### src/inc/periph_irq_cfg.svh
// offsets, field positions and reset values of the flag bank and its controller
`ifndef PERIPH_IRQ_CFG_SVH
`define PERIPH_IRQ_CFG_SVH
`define ADDR_FLAGS_ONE   8'h0c
`define ADDR_FLAGS_TWO   8'h0d
`define ADDR_ENABLES_TWO 8'h8d
`define ADDR_RESET_CAUSE 8'h8e
`define BIT_PAR_PORT     7
`define BIT_CONV_DONE    6
`define BIT_RX_FULL      5
`define BIT_TX_EMPTY     4
`define BIT_SYNC_SERIAL  3
`define BIT_CAPCMP_ONE   2
`define BIT_PERIOD_MATCH 1
`define BIT_WIDE_OVF     0
`define BIT_CAPCMP_TWO   0
`define BIT_POR          1
`define BIT_BOR          0
`define FLAGS_STORED     8'hcf
`define FLAGS_RST        8'h00
`define ENABLE_RST       1'h0
`define POR_RST          1'h0
`define BOR_RST          1'h1
`define HOST_CTRL        6'h00
`define HOST_EVENT       6'h04
`define HOST_CMD         6'h08
`define HOST_DATA        6'h0c
`define EV_WIDTH         12
`define CMD_WRITE_BIT    16
`define RESP_OKAY        2'h0
`define RESP_SLVERR      2'h2
`endif

### src/inc/periph_irq_pkg.sv
// types shared by the flag bank, its controller and the link between them
package periph_irq_pkg;
  typedef enum logic [1:0] {
    CC_OFF     = 2'b00,
    CC_CAPTURE = 2'b01,
    CC_COMPARE = 2'b10,
    CC_PWM     = 2'b11
  } capcmp_mode_t;
  typedef enum logic [1:0] {
    SSP_SPI        = 2'b00,
    SSP_I2C_SLAVE  = 2'b01,
    SSP_I2C_MASTER = 2'b10,
    SSP_OFF        = 2'b11
  } ssp_mode_t;
endpackage

### src/inc/periph_irq_if.sv
// link between the peripheral flag bank and the party that drives it
`timescale 1ns/10ps
interface periph_irq_if;
  import periph_irq_pkg::*;
  logic [7:0]   reg_addr;
  logic         reg_wr;
  logic         reg_rd;
  logic [7:0]   reg_wdata;
  logic [7:0]   reg_rdata;
  logic         reg_rvalid;
  logic         psp_access;
  logic         adc_done;
  logic         rx_full;
  logic         tx_empty;
  ssp_mode_t    ssp_mode;
  logic         ssp_xfer_done;
  logic         ssp_seq_done;
  logic         ssp_idle;
  logic         bus_start_seen;
  logic         bus_stop_seen;
  capcmp_mode_t ccp1_mode;
  logic         ccp1_capture;
  logic         ccp1_match;
  capcmp_mode_t ccp2_mode;
  logic         ccp2_capture;
  logic         ccp2_match;
  logic [7:0]   narrow_timer_count;
  logic [7:0]   narrow_timer_period;
  logic         wide_timer_overflow;
  logic         bor_reset;
  modport device (
    input  reg_addr, reg_wr, reg_rd, reg_wdata, psp_access, adc_done, rx_full, tx_empty,
    input  ssp_mode, ssp_xfer_done, ssp_seq_done, ssp_idle, bus_start_seen, bus_stop_seen,
    input  ccp1_mode, ccp1_capture, ccp1_match, ccp2_mode, ccp2_capture, ccp2_match,
    input  narrow_timer_count, narrow_timer_period, wide_timer_overflow, bor_reset,
    output reg_rdata, reg_rvalid
  );
  modport host (
    output reg_addr, reg_wr, reg_rd, reg_wdata, psp_access, adc_done, rx_full, tx_empty,
    output ssp_mode, ssp_xfer_done, ssp_seq_done, ssp_idle, bus_start_seen, bus_stop_seen,
    output ccp1_mode, ccp1_capture, ccp1_match, ccp2_mode, ccp2_capture, ccp2_match,
    output narrow_timer_count, narrow_timer_period, wide_timer_overflow, bor_reset,
    input  reg_rdata, reg_rvalid
  );
endinterface

### src/design/periph_irq_host.sv
// peripheral side controller: drives events and register access from AXI4-Lite
//
// Register access over AXI4-Lite was decided locally.
`timescale 1ns/10ps
`include "periph_irq_cfg.svh"
module periph_irq_host
  import periph_irq_pkg::*;
(
  // clock, reset and freeze
  input  wire logic        aclk,
  input  wire logic        aresetn,
  input  wire logic        ce,
  // link to the flag bank
  periph_irq_if.host       link,
  // axi4-lite write address
  input  wire logic [5:0]  s_axi_awaddr,
  input  wire logic        s_axi_awvalid,
  output wire logic        s_axi_awready,
  // axi4-lite write data
  input  wire logic [31:0] s_axi_wdata,
  input  wire logic [3:0]  s_axi_wstrb,
  input  wire logic        s_axi_wvalid,
  output wire logic        s_axi_wready,
  // axi4-lite write response
  output wire logic [1:0]  s_axi_bresp,
  output wire logic        s_axi_bvalid,
  input  wire logic        s_axi_bready,
  // axi4-lite read
  input  wire logic [5:0]  s_axi_araddr,
  input  wire logic        s_axi_arvalid,
  output wire logic        s_axi_arready,
  output wire logic [31:0] s_axi_rdata,
  output wire logic [1:0]  s_axi_rresp,
  output wire logic        s_axi_rvalid,
  input  wire logic        s_axi_rready
);

  function automatic logic [31:0] strb_mask(input logic [3:0] strb);
    strb_mask = {{8{strb[3]}}, {8{strb[2]}}, {8{strb[1]}}, {8{strb[0]}}};
  endfunction

  function automatic logic known_addr(input logic [5:0] addr);
    known_addr = (addr == `HOST_CTRL) || (addr == `HOST_EVENT) ||
                 (addr == `HOST_CMD) || (addr == `HOST_DATA);
  endfunction

  logic [5:0]            aw_addr;
  logic                  aw_held;
  logic [31:0]           w_data;
  logic [3:0]            w_strb;
  logic                  w_held;
  logic                  bvalid;
  logic [1:0]            bresp;
  logic                  rvalid;
  logic [1:0]            rresp;
  logic [31:0]           rdata;
  logic [31:0]           ctrl;
  logic [31:0]           cmd;
  logic [`EV_WIDTH-1:0]  events;
  logic                  acc_wr;
  logic                  acc_rd;
  logic [7:0]            dev_data;
  logic                  dev_pending;
  logic [31:0]           read_value;

  assign s_axi_awready = ce && !aw_held && !bvalid;
  assign s_axi_wready  = ce && !w_held && !bvalid;
  assign s_axi_arready = ce && !rvalid;

  wire logic        do_wr   = aw_held && w_held && !bvalid;
  wire logic [31:0] wmask   = strb_mask(w_strb);
  wire logic        wr_ctrl = do_wr && (aw_addr == `HOST_CTRL);
  wire logic        wr_ev   = do_wr && (aw_addr == `HOST_EVENT);
  wire logic        wr_cmd  = do_wr && (aw_addr == `HOST_CMD);
  wire logic [31:0] next_ctrl = (ctrl & ~wmask) | (w_data & wmask);
  wire logic [31:0] next_cmd  = (cmd & ~wmask) | (w_data & wmask);
  wire logic [31:0] ev_bits   = w_data & wmask;

  // write channel: address and data in either order, then response
  always_ff @(posedge aclk) begin
    if (!aresetn) begin
      aw_addr <= 6'h00;
      aw_held <= 1'b0;
      w_data  <= 32'h0;
      w_strb  <= 4'h0;
      w_held  <= 1'b0;
      bvalid  <= 1'b0;
      bresp   <= `RESP_OKAY;
    end else if (ce) begin
      if (s_axi_awvalid && s_axi_awready) begin
        aw_addr <= s_axi_awaddr;
        aw_held <= 1'b1;
      end
      if (s_axi_wvalid && s_axi_wready) begin
        w_data <= s_axi_wdata;
        w_strb <= s_axi_wstrb;
        w_held <= 1'b1;
      end
      if (do_wr) begin
        aw_held <= 1'b0;
        w_held  <= 1'b0;
        bvalid  <= 1'b1;
        bresp   <= known_addr(aw_addr) ? `RESP_OKAY : `RESP_SLVERR;
      end else if (bvalid && s_axi_bready) begin
        bvalid <= 1'b0;
      end
    end
  end

  // control word, event pulses and bank access commands
  always_ff @(posedge aclk) begin
    if (!aresetn) begin
      ctrl        <= 32'h0;
      cmd         <= 32'h0;
      events      <= '0;
      acc_wr      <= 1'b0;
      acc_rd      <= 1'b0;
      dev_data    <= 8'h00;
      dev_pending <= 1'b0;
    end else if (ce) begin
      events <= wr_ev ? ev_bits[`EV_WIDTH-1:0] : '0;
      acc_wr <= wr_cmd && next_cmd[`CMD_WRITE_BIT];
      acc_rd <= wr_cmd && !next_cmd[`CMD_WRITE_BIT];
      if (wr_ctrl) begin
        ctrl <= next_ctrl;
      end
      if (wr_cmd) begin
        cmd <= next_cmd;
      end
      if (link.reg_rvalid) begin
        dev_data <= link.reg_rdata;
      end
      // a new read request wins over the completion of the last
      if (wr_cmd && !next_cmd[`CMD_WRITE_BIT]) begin
        dev_pending <= 1'b1;
      end else if (link.reg_rvalid) begin
        dev_pending <= 1'b0;
      end
    end
  end

  always_comb begin
    read_value = 32'h0;
    if (s_axi_araddr == `HOST_CTRL) begin
      read_value = ctrl;
    end else if (s_axi_araddr == `HOST_CMD) begin
      read_value = cmd;
    end else if (s_axi_araddr == `HOST_DATA) begin
      read_value = {23'h0, dev_pending, dev_data};
    end
  end

  // read channel
  always_ff @(posedge aclk) begin
    if (!aresetn) begin
      rvalid <= 1'b0;
      rresp  <= `RESP_OKAY;
      rdata  <= 32'h0;
    end else if (ce) begin
      if (s_axi_arvalid && s_axi_arready) begin
        rvalid <= 1'b1;
        rdata  <= read_value;
        rresp  <= known_addr(s_axi_araddr) ? `RESP_OKAY : `RESP_SLVERR;
      end else if (rvalid && s_axi_rready) begin
        rvalid <= 1'b0;
      end
    end
  end

  assign s_axi_bvalid = bvalid;
  assign s_axi_bresp  = bresp;
  assign s_axi_rvalid = rvalid;
  assign s_axi_rresp  = rresp;
  assign s_axi_rdata  = rdata;

  assign link.reg_addr            = cmd[15:8];
  assign link.reg_wdata           = cmd[7:0];
  assign link.reg_wr              = acc_wr;
  assign link.reg_rd              = acc_rd;
  assign link.ssp_mode            = ssp_mode_t'(ctrl[1:0]);
  assign link.ccp1_mode           = capcmp_mode_t'(ctrl[3:2]);
  assign link.ccp2_mode           = capcmp_mode_t'(ctrl[5:4]);
  assign link.ssp_idle            = ctrl[6];
  assign link.rx_full             = ctrl[7];
  assign link.tx_empty            = ctrl[8];
  assign link.narrow_timer_count  = ctrl[23:16];
  assign link.narrow_timer_period = ctrl[31:24];
  assign link.psp_access          = events[0];
  assign link.adc_done            = events[1];
  assign link.ssp_xfer_done       = events[2];
  assign link.ssp_seq_done        = events[3];
  assign link.bus_start_seen      = events[4];
  assign link.bus_stop_seen       = events[5];
  assign link.ccp1_capture        = events[6];
  assign link.ccp1_match          = events[7];
  assign link.ccp2_capture        = events[8];
  assign link.ccp2_match          = events[9];
  assign link.wide_timer_overflow = events[10];
  assign link.bor_reset           = events[11];

endmodule

### src/flat_wrapper.sv
// flat-port wrapper written by rule: the top's interface ports become plain ports
module periph_irq_host_flat import periph_irq_pkg::*;
  (aclk, aresetn, ce, s_axi_awaddr, s_axi_awvalid, s_axi_awready, s_axi_wdata, s_axi_wstrb, s_axi_wvalid, s_axi_wready, s_axi_bresp, s_axi_bvalid, s_axi_bready, s_axi_araddr, s_axi_arvalid, s_axi_arready, s_axi_rdata, s_axi_rresp, s_axi_rvalid, s_axi_rready, link_reg_addr, link_reg_wr, link_reg_rd, link_reg_wdata, link_psp_access, link_adc_done, link_rx_full, link_tx_empty, link_ssp_mode, link_ssp_xfer_done, link_ssp_seq_done, link_ssp_idle, link_bus_start_seen, link_bus_stop_seen, link_ccp1_mode, link_ccp1_capture, link_ccp1_match, link_ccp2_mode, link_ccp2_capture, link_ccp2_match, link_narrow_timer_count, link_narrow_timer_period, link_wide_timer_overflow, link_bor_reset, link_reg_rdata, link_reg_rvalid);
  periph_irq_if link_i ();
  input  wire logic aclk;
  input  wire logic aresetn;
  input  wire logic ce;
  input  wire logic [5:0] s_axi_awaddr;
  input  wire logic s_axi_awvalid;
  output wire logic s_axi_awready;
  input  wire logic [31:0] s_axi_wdata;
  input  wire logic [3:0] s_axi_wstrb;
  input  wire logic s_axi_wvalid;
  output wire logic s_axi_wready;
  output wire logic [1:0] s_axi_bresp;
  output wire logic s_axi_bvalid;
  input  wire logic s_axi_bready;
  input  wire logic [5:0] s_axi_araddr;
  input  wire logic s_axi_arvalid;
  output wire logic s_axi_arready;
  output wire logic [31:0] s_axi_rdata;
  output wire logic [1:0] s_axi_rresp;
  output wire logic s_axi_rvalid;
  input  wire logic s_axi_rready;
  output wire logic [$bits(link_i.reg_addr)-1:0] link_reg_addr;
  output wire logic [$bits(link_i.reg_wr)-1:0] link_reg_wr;
  output wire logic [$bits(link_i.reg_rd)-1:0] link_reg_rd;
  output wire logic [$bits(link_i.reg_wdata)-1:0] link_reg_wdata;
  output wire logic [$bits(link_i.psp_access)-1:0] link_psp_access;
  output wire logic [$bits(link_i.adc_done)-1:0] link_adc_done;
  output wire logic [$bits(link_i.rx_full)-1:0] link_rx_full;
  output wire logic [$bits(link_i.tx_empty)-1:0] link_tx_empty;
  output wire logic [$bits(link_i.ssp_mode)-1:0] link_ssp_mode;
  output wire logic [$bits(link_i.ssp_xfer_done)-1:0] link_ssp_xfer_done;
  output wire logic [$bits(link_i.ssp_seq_done)-1:0] link_ssp_seq_done;
  output wire logic [$bits(link_i.ssp_idle)-1:0] link_ssp_idle;
  output wire logic [$bits(link_i.bus_start_seen)-1:0] link_bus_start_seen;
  output wire logic [$bits(link_i.bus_stop_seen)-1:0] link_bus_stop_seen;
  output wire logic [$bits(link_i.ccp1_mode)-1:0] link_ccp1_mode;
  output wire logic [$bits(link_i.ccp1_capture)-1:0] link_ccp1_capture;
  output wire logic [$bits(link_i.ccp1_match)-1:0] link_ccp1_match;
  output wire logic [$bits(link_i.ccp2_mode)-1:0] link_ccp2_mode;
  output wire logic [$bits(link_i.ccp2_capture)-1:0] link_ccp2_capture;
  output wire logic [$bits(link_i.ccp2_match)-1:0] link_ccp2_match;
  output wire logic [$bits(link_i.narrow_timer_count)-1:0] link_narrow_timer_count;
  output wire logic [$bits(link_i.narrow_timer_period)-1:0] link_narrow_timer_period;
  output wire logic [$bits(link_i.wide_timer_overflow)-1:0] link_wide_timer_overflow;
  output wire logic [$bits(link_i.bor_reset)-1:0] link_bor_reset;
  input wire logic [$bits(link_i.reg_rdata)-1:0] link_reg_rdata;
  input wire logic [$bits(link_i.reg_rvalid)-1:0] link_reg_rvalid;
  assign link_reg_addr = link_i.reg_addr;
  assign link_reg_wr = link_i.reg_wr;
  assign link_reg_rd = link_i.reg_rd;
  assign link_reg_wdata = link_i.reg_wdata;
  assign link_psp_access = link_i.psp_access;
  assign link_adc_done = link_i.adc_done;
  assign link_rx_full = link_i.rx_full;
  assign link_tx_empty = link_i.tx_empty;
  assign link_ssp_mode = link_i.ssp_mode;
  assign link_ssp_xfer_done = link_i.ssp_xfer_done;
  assign link_ssp_seq_done = link_i.ssp_seq_done;
  assign link_ssp_idle = link_i.ssp_idle;
  assign link_bus_start_seen = link_i.bus_start_seen;
  assign link_bus_stop_seen = link_i.bus_stop_seen;
  assign link_ccp1_mode = link_i.ccp1_mode;
  assign link_ccp1_capture = link_i.ccp1_capture;
  assign link_ccp1_match = link_i.ccp1_match;
  assign link_ccp2_mode = link_i.ccp2_mode;
  assign link_ccp2_capture = link_i.ccp2_capture;
  assign link_ccp2_match = link_i.ccp2_match;
  assign link_narrow_timer_count = link_i.narrow_timer_count;
  assign link_narrow_timer_period = link_i.narrow_timer_period;
  assign link_wide_timer_overflow = link_i.wide_timer_overflow;
  assign link_bor_reset = link_i.bor_reset;
  assign link_i.reg_rdata = link_reg_rdata;
  assign link_i.reg_rvalid = link_reg_rvalid;
  periph_irq_host u_core (.aclk(aclk), .aresetn(aresetn), .ce(ce), .link(link_i), .s_axi_awaddr(s_axi_awaddr), .s_axi_awvalid(s_axi_awvalid), .s_axi_awready(s_axi_awready), .s_axi_wdata(s_axi_wdata), .s_axi_wstrb(s_axi_wstrb), .s_axi_wvalid(s_axi_wvalid), .s_axi_wready(s_axi_wready), .s_axi_bresp(s_axi_bresp), .s_axi_bvalid(s_axi_bvalid), .s_axi_bready(s_axi_bready), .s_axi_araddr(s_axi_araddr), .s_axi_arvalid(s_axi_arvalid), .s_axi_arready(s_axi_arready), .s_axi_rdata(s_axi_rdata), .s_axi_rresp(s_axi_rresp), .s_axi_rvalid(s_axi_rvalid), .s_axi_rready(s_axi_rready));
endmodule
### config.mk
export PLATFORM = sky130hd
export DESIGN_NAME = periph_irq_host_flat
export DESIGN_NICKNAME = d
export VERILOG_FILES = /design/src/inc/periph_irq_pkg.sv /design/src/inc/periph_irq_if.sv /design/src/design/periph_irq_host.sv /design/src/flat_wrapper.sv
export VERILOG_INCLUDE_DIRS = /design/src /design/src/inc
export SDC_FILE = /design/constraint.sdc
export NUM_CORES = 1
export LEC_CHECK = 0
export BUFFER_PORTS_ARGS = -buffer_cell sky130_fd_sc_hd__buf_2
export CAP_MARGIN = 0
export CELL_PAD_IN_SITES_DETAIL_PLACEMENT = 1
export CELL_PAD_IN_SITES_GLOBAL_PLACEMENT = 2
export CORE_MARGIN = 8
export CORE_UTILIZATION = 30
export CTS_BUF_LIST = sky130_fd_sc_hd__clkbuf_4 sky130_fd_sc_hd__clkbuf_8
export DETAILED_ROUTE_END_ITERATION = 12
export HOLD_SLACK_MARGIN = 0.06
export MAX_ROUTING_LAYER = met4
export PLACE_DENSITY = 0.81
export SKIP_LAST_GASP = 1
export SLEW_MARGIN = 20
export SYNTH_ARGS = -nofsm -noshare
export SYNTH_HDL_FRONTEND = slang
export SYNTH_SLANG_ARGS = --single-unit
### constraint.sdc
create_clock -name aclk -period 1.37 [get_ports aclk]
set_input_delay 0.3425 -clock aclk [delete_from_list [all_inputs] [get_ports aclk]]
set_output_delay 0.3425 -clock aclk [all_outputs]
set_load 0.01 [all_outputs]
==> summary.txt <==
Status
  • Outcome: complete, but fails checks
  • Violated checks: negative setup slack

CTS
  • Hold-fix buffers at CTS: 0
  • Clock Tree Buf Depth: 2
  • TritonCTS clock tree: done
  • Cell at the root of the clock tree: sky130_fd_sc_hd__clkbuf_8
  • Total CTS buffers: 17
  • H-Tree Depth: 4
  • Num Clock Sinks: 167
  • Clock transition at the registers of the reported paths: 0.10 ns
  • Source-to-sink clock delay at the later pin of the worst-skew pair: 0.46 ns

Detailed routing
  • Mean number of vias per cell: 4.690
  • Routed via count: 6003
  • Routed length per instance: 19.03 um
  • # DRC: 0
  • Antenna Violating Nets Remaining: 0
  • Detailed-routing iteration count for the pre-antenna-repair pass: 4
  • Detailed-route wire length: 24360 um
  • First DRT Iteration DRCs: 278

Layout
  • Number of nets in the layout: 1010
  • Utilization of the core after routing: 42.27%
  • Signed area change from the synthesized netlist to the final layout: 39.66%
  • Area of the multi-input gates: 0.003577 mm^2
  • Ratio of cells with drive above 1 in the final layout: 44.26%
  • Sequential cell area: 0.003405 mm^2
  • Layout filler cell count: 2655
  • Post-layout instance count excluding filler cells: 1280

Yosys
  • Combined area of all synthesized cells: 0.007019 mm^2
  • Number of distinct library cells after synthesis: 35
  • Synth Register Bits: 167
  • Most used flip-flop cell after synthesis: sky130_fd_sc_hd__dfxtp_1
  • Area leader, netlist: sky130_fd_sc_hd__dfxtp_1
  • Proportion of register bits with asynchronous set or reset after synthesis: 0%
  • Ranking of synthesized cells by area: sky130_fd_sc_hd__dfxtp_1, sky130_fd_sc_hd__mux2i_1, sky130_fd_sc_hd__nand2_1, sky130_fd_sc_hd__a21oi_1, sky130_fd_sc_hd__buf_4
  • Gate count of the mapped netlist: 784
  • Portion of the post-synthesis area used by sequential elements: 47.63%
  • Post-synth EDFFs: 0
  • Warnings from Yosys: 0
  • Ranking of synthesized cells by instance count: sky130_fd_sc_hd__nand2_1, sky130_fd_sc_hd__dfxtp_1, sky130_fd_sc_hd__mux2i_1
  • Most common cell in the netlist: sky130_fd_sc_hd__nand2_1
  • Synth top area share: 47.63%
  • Mean instance size in the synthesized netlist: 8.953 um^2

Global routing
  • GRT Overall Usage: 16.71%
  • Global-route wire length before repair: 36050 um
  • Antenna violations before repair: 3
  • Maximum number of pins on one net before global-route repair: 37
  • Via count of the first global-routing pass: 6373
  • Residual overflow from global routing: 0

Timing
  • Final critical-path share of the clock period: 120.4%
  • Final setup vio count: 141
  • Setup slack after layout: -0.2791 ns
  • Achievable Freq: 606.4 MHz
  • Shortest clock period the worst path allows after layout: 1.649 ns
  • Final Hold Slack: 0.1192 ns
  • Total count of hold-check failures in the final report: 0
  • Clock Skews: 0.02085 ns
  • Pins Over Slew Limit: 0
  • Accumulated negative setup slack: -25.43 ns
  • Unrepaired setup endpoints after global routing: yes

Run
  • Max-Cap Viols: 0

Worst setup path
  • Register-to-Register Path Depth: 7
  • Critical path type: reg -> reg
  • Cell with the largest stage delay on the worst path: sky130_fd_sc_hd__dfxtp_2
  • Cell-by-cell trace of the critical path: nor4_4 -> clkbuf_16 -> buf_12 -> buf_4 -> bufbuf_16 -> nand3_1 -> a21oi_1
  • Type of destination of the critical path: register
  • Start point of the critical path: u_core.aw_addr[5]
  • Largest driver fanout on the critical path: 6
  • Beginning of the worst register-to-register path: u_core.aw_addr[5]
  • Type of element launching the critical path: register
  • Worst path arrival time: 2.03 ns
  • Worst path max stage delay: 0.36 ns
  • Endpoint required time on the critical path: 1.76 ns

Hold path
  • Hold Path Stages: 3
  • Hold wc startpoint: s_axi_awaddr[0]
  • Hold Path Class: in -> reg

Power and ir drop
  • Leakage power figure: 4.366 nW
  • Internal power: 7.651 mW
  • Power per cell area: 1057 mW/mm^2
  • Relative contribution of the clock network to total power: 39.1%
  • Portion of total power attributed to combinational logic: 12.4%
  • Net load switching power: 2.711 mW
  • Total chip power: 10.36 mW
  • Peak supply drop: 0.0005063 V
  • Switching part of the total: 26.17%
  • Sequential Power Share: 48.5%

Place
  • Number of cells in the design after placement: 1216
  • Gpl congestion: 0.7473
  • DP Wirelength: 16440 um
  • Quantity of I/O buffers inserted on ports: 158

Floorplan
  • Number of top-level pins: 161
  • Effective utilization at floorplan: 30.27%
  • Die outline area: 0.02855 mm^2
  • Num rows: 56
  • DIE WIDTH: 169.0 um
  • Die outline height: 169.0 um
  • Core footprint: 0.02319 mm^2
[final timing paths]
kind	to	slack, ns
max	u_core.events[0]	-0.28
min reg2reg	u_core.s_axi_rdata[15]	0.46
max reg2reg	u_core.events[0]	-0.28
min	u_core.aw_addr[0]	0.12
[placed cells by master, fill, tap and decap left out, types with 6 or more instances in the layout]
| cell type | n |
|---|---|
| sky130_fd_sc_hd__nand3_1 | 35 |
| sky130_fd_sc_hd__nand2_4 | 17 |
| sky130_fd_sc_hd__mux2i_1 | 93 |
| sky130_fd_sc_hd__buf_12 | 23 |
| sky130_fd_sc_hd__a21oi_1 | 39 |
| sky130_fd_sc_hd__buf_2 | 150 |
| sky130_fd_sc_hd__nand2b_1 | 14 |
| sky130_fd_sc_hd__nand2_1 | 156 |
| sky130_fd_sc_hd__dfxtp_2 | 49 |
| sky130_fd_sc_hd__clkbuf_8 | 18 |
| sky130_fd_sc_hd__and4b_1 | 12 |
| sky130_fd_sc_hd__a31oi_1 | 10 |
| sky130_fd_sc_hd__nand3_2 | 18 |
| sky130_fd_sc_hd__dfxtp_1 | 118 |
| sky130_fd_sc_hd__buf_6 | 24 |
| sky130_fd_sc_hd__buf_4 | 33 |
| sky130_fd_sc_hd__nor2_1 | 14 |
| sky130_fd_sc_hd__o21ai_0 | 21 |
| sky130_fd_sc_hd__nand2_2 | 6 |
| sky130_fd_sc_hd__o21ai_1 | 11 |
| sky130_fd_sc_hd__a21oi_2 | 29 |
| sky130_fd_sc_hd__mux2_2 | 9 |
[cells by family after synthesis]
family	synth area share (%)
simple gates	21.09
other cells	0.05342
buf+inv	8.182
compound gates	8.342
flops	47.63
mux	14.71
[area by class of cell]
cell class	instances	area share, %
Inverter	1	0.03829
Clock buffer	19	2.604
Clock inverter	13	1.978
Antenna cell	3	0.07658
Multi-Input combinational cell	518	36.49
Sequential cell	167	34.73
Tap cell	319	4.071
Timing Repair Buffer	240	20.01
[power by group through the flow]
stage	clock (mW)	combinational, mW	sequential, mW
floorplan	0	0.450	5.12
global placement	0	0.889	5.13
detailed placement	0	0.903	5.13
CTS	4.17	1.09	5.02
global route	4.38	1.38	5.03
finish	4.05	1.29	5.02
[worst max-delay path: cells and delay by family, from the launching register on]
| kind | cells | cell delay [ns] |
|---|---|---|
| flops | 1 | 0.36 |
| compound gates | 1 | 0.12 |
| simple gates | 2 | 0.42 |
| buf+inv | 4 | 0.68 |
[per-layer routing]
layer	up-vias	share of wire, %	track usage [%]	wire length [um]
li1	2950	-	-	-
met1	2916	46	20.67	11140
met2	122	49	26.85	12040
met3	15	3.6	3.843	879
met4	0	1.3	4.891	308
met5	-	0	-	0
[through the flow]
step | worst slack [ns] | cell area, um^2
after global routing | -0.3785 | 9803
after CTS | -0.2877 | 9144
after global placement | -0.1848 | 8297
after floorplan | -0.02817 | 7036
after detailed placement | -0.2694 | 8297
final | -0.2791 | 9803
[timing repair]
| action | in CTS | in global routing |
|---|---|---|
| endpoints found under the setup margin | 123 | 187 |
| buffers inserted | 9 | 15 |
| cloned | 4 | 4 |
| pin swaps | 18 | 65 |
| resized for setup | 61 | 153 |
(Power assumes the default switching activity.)
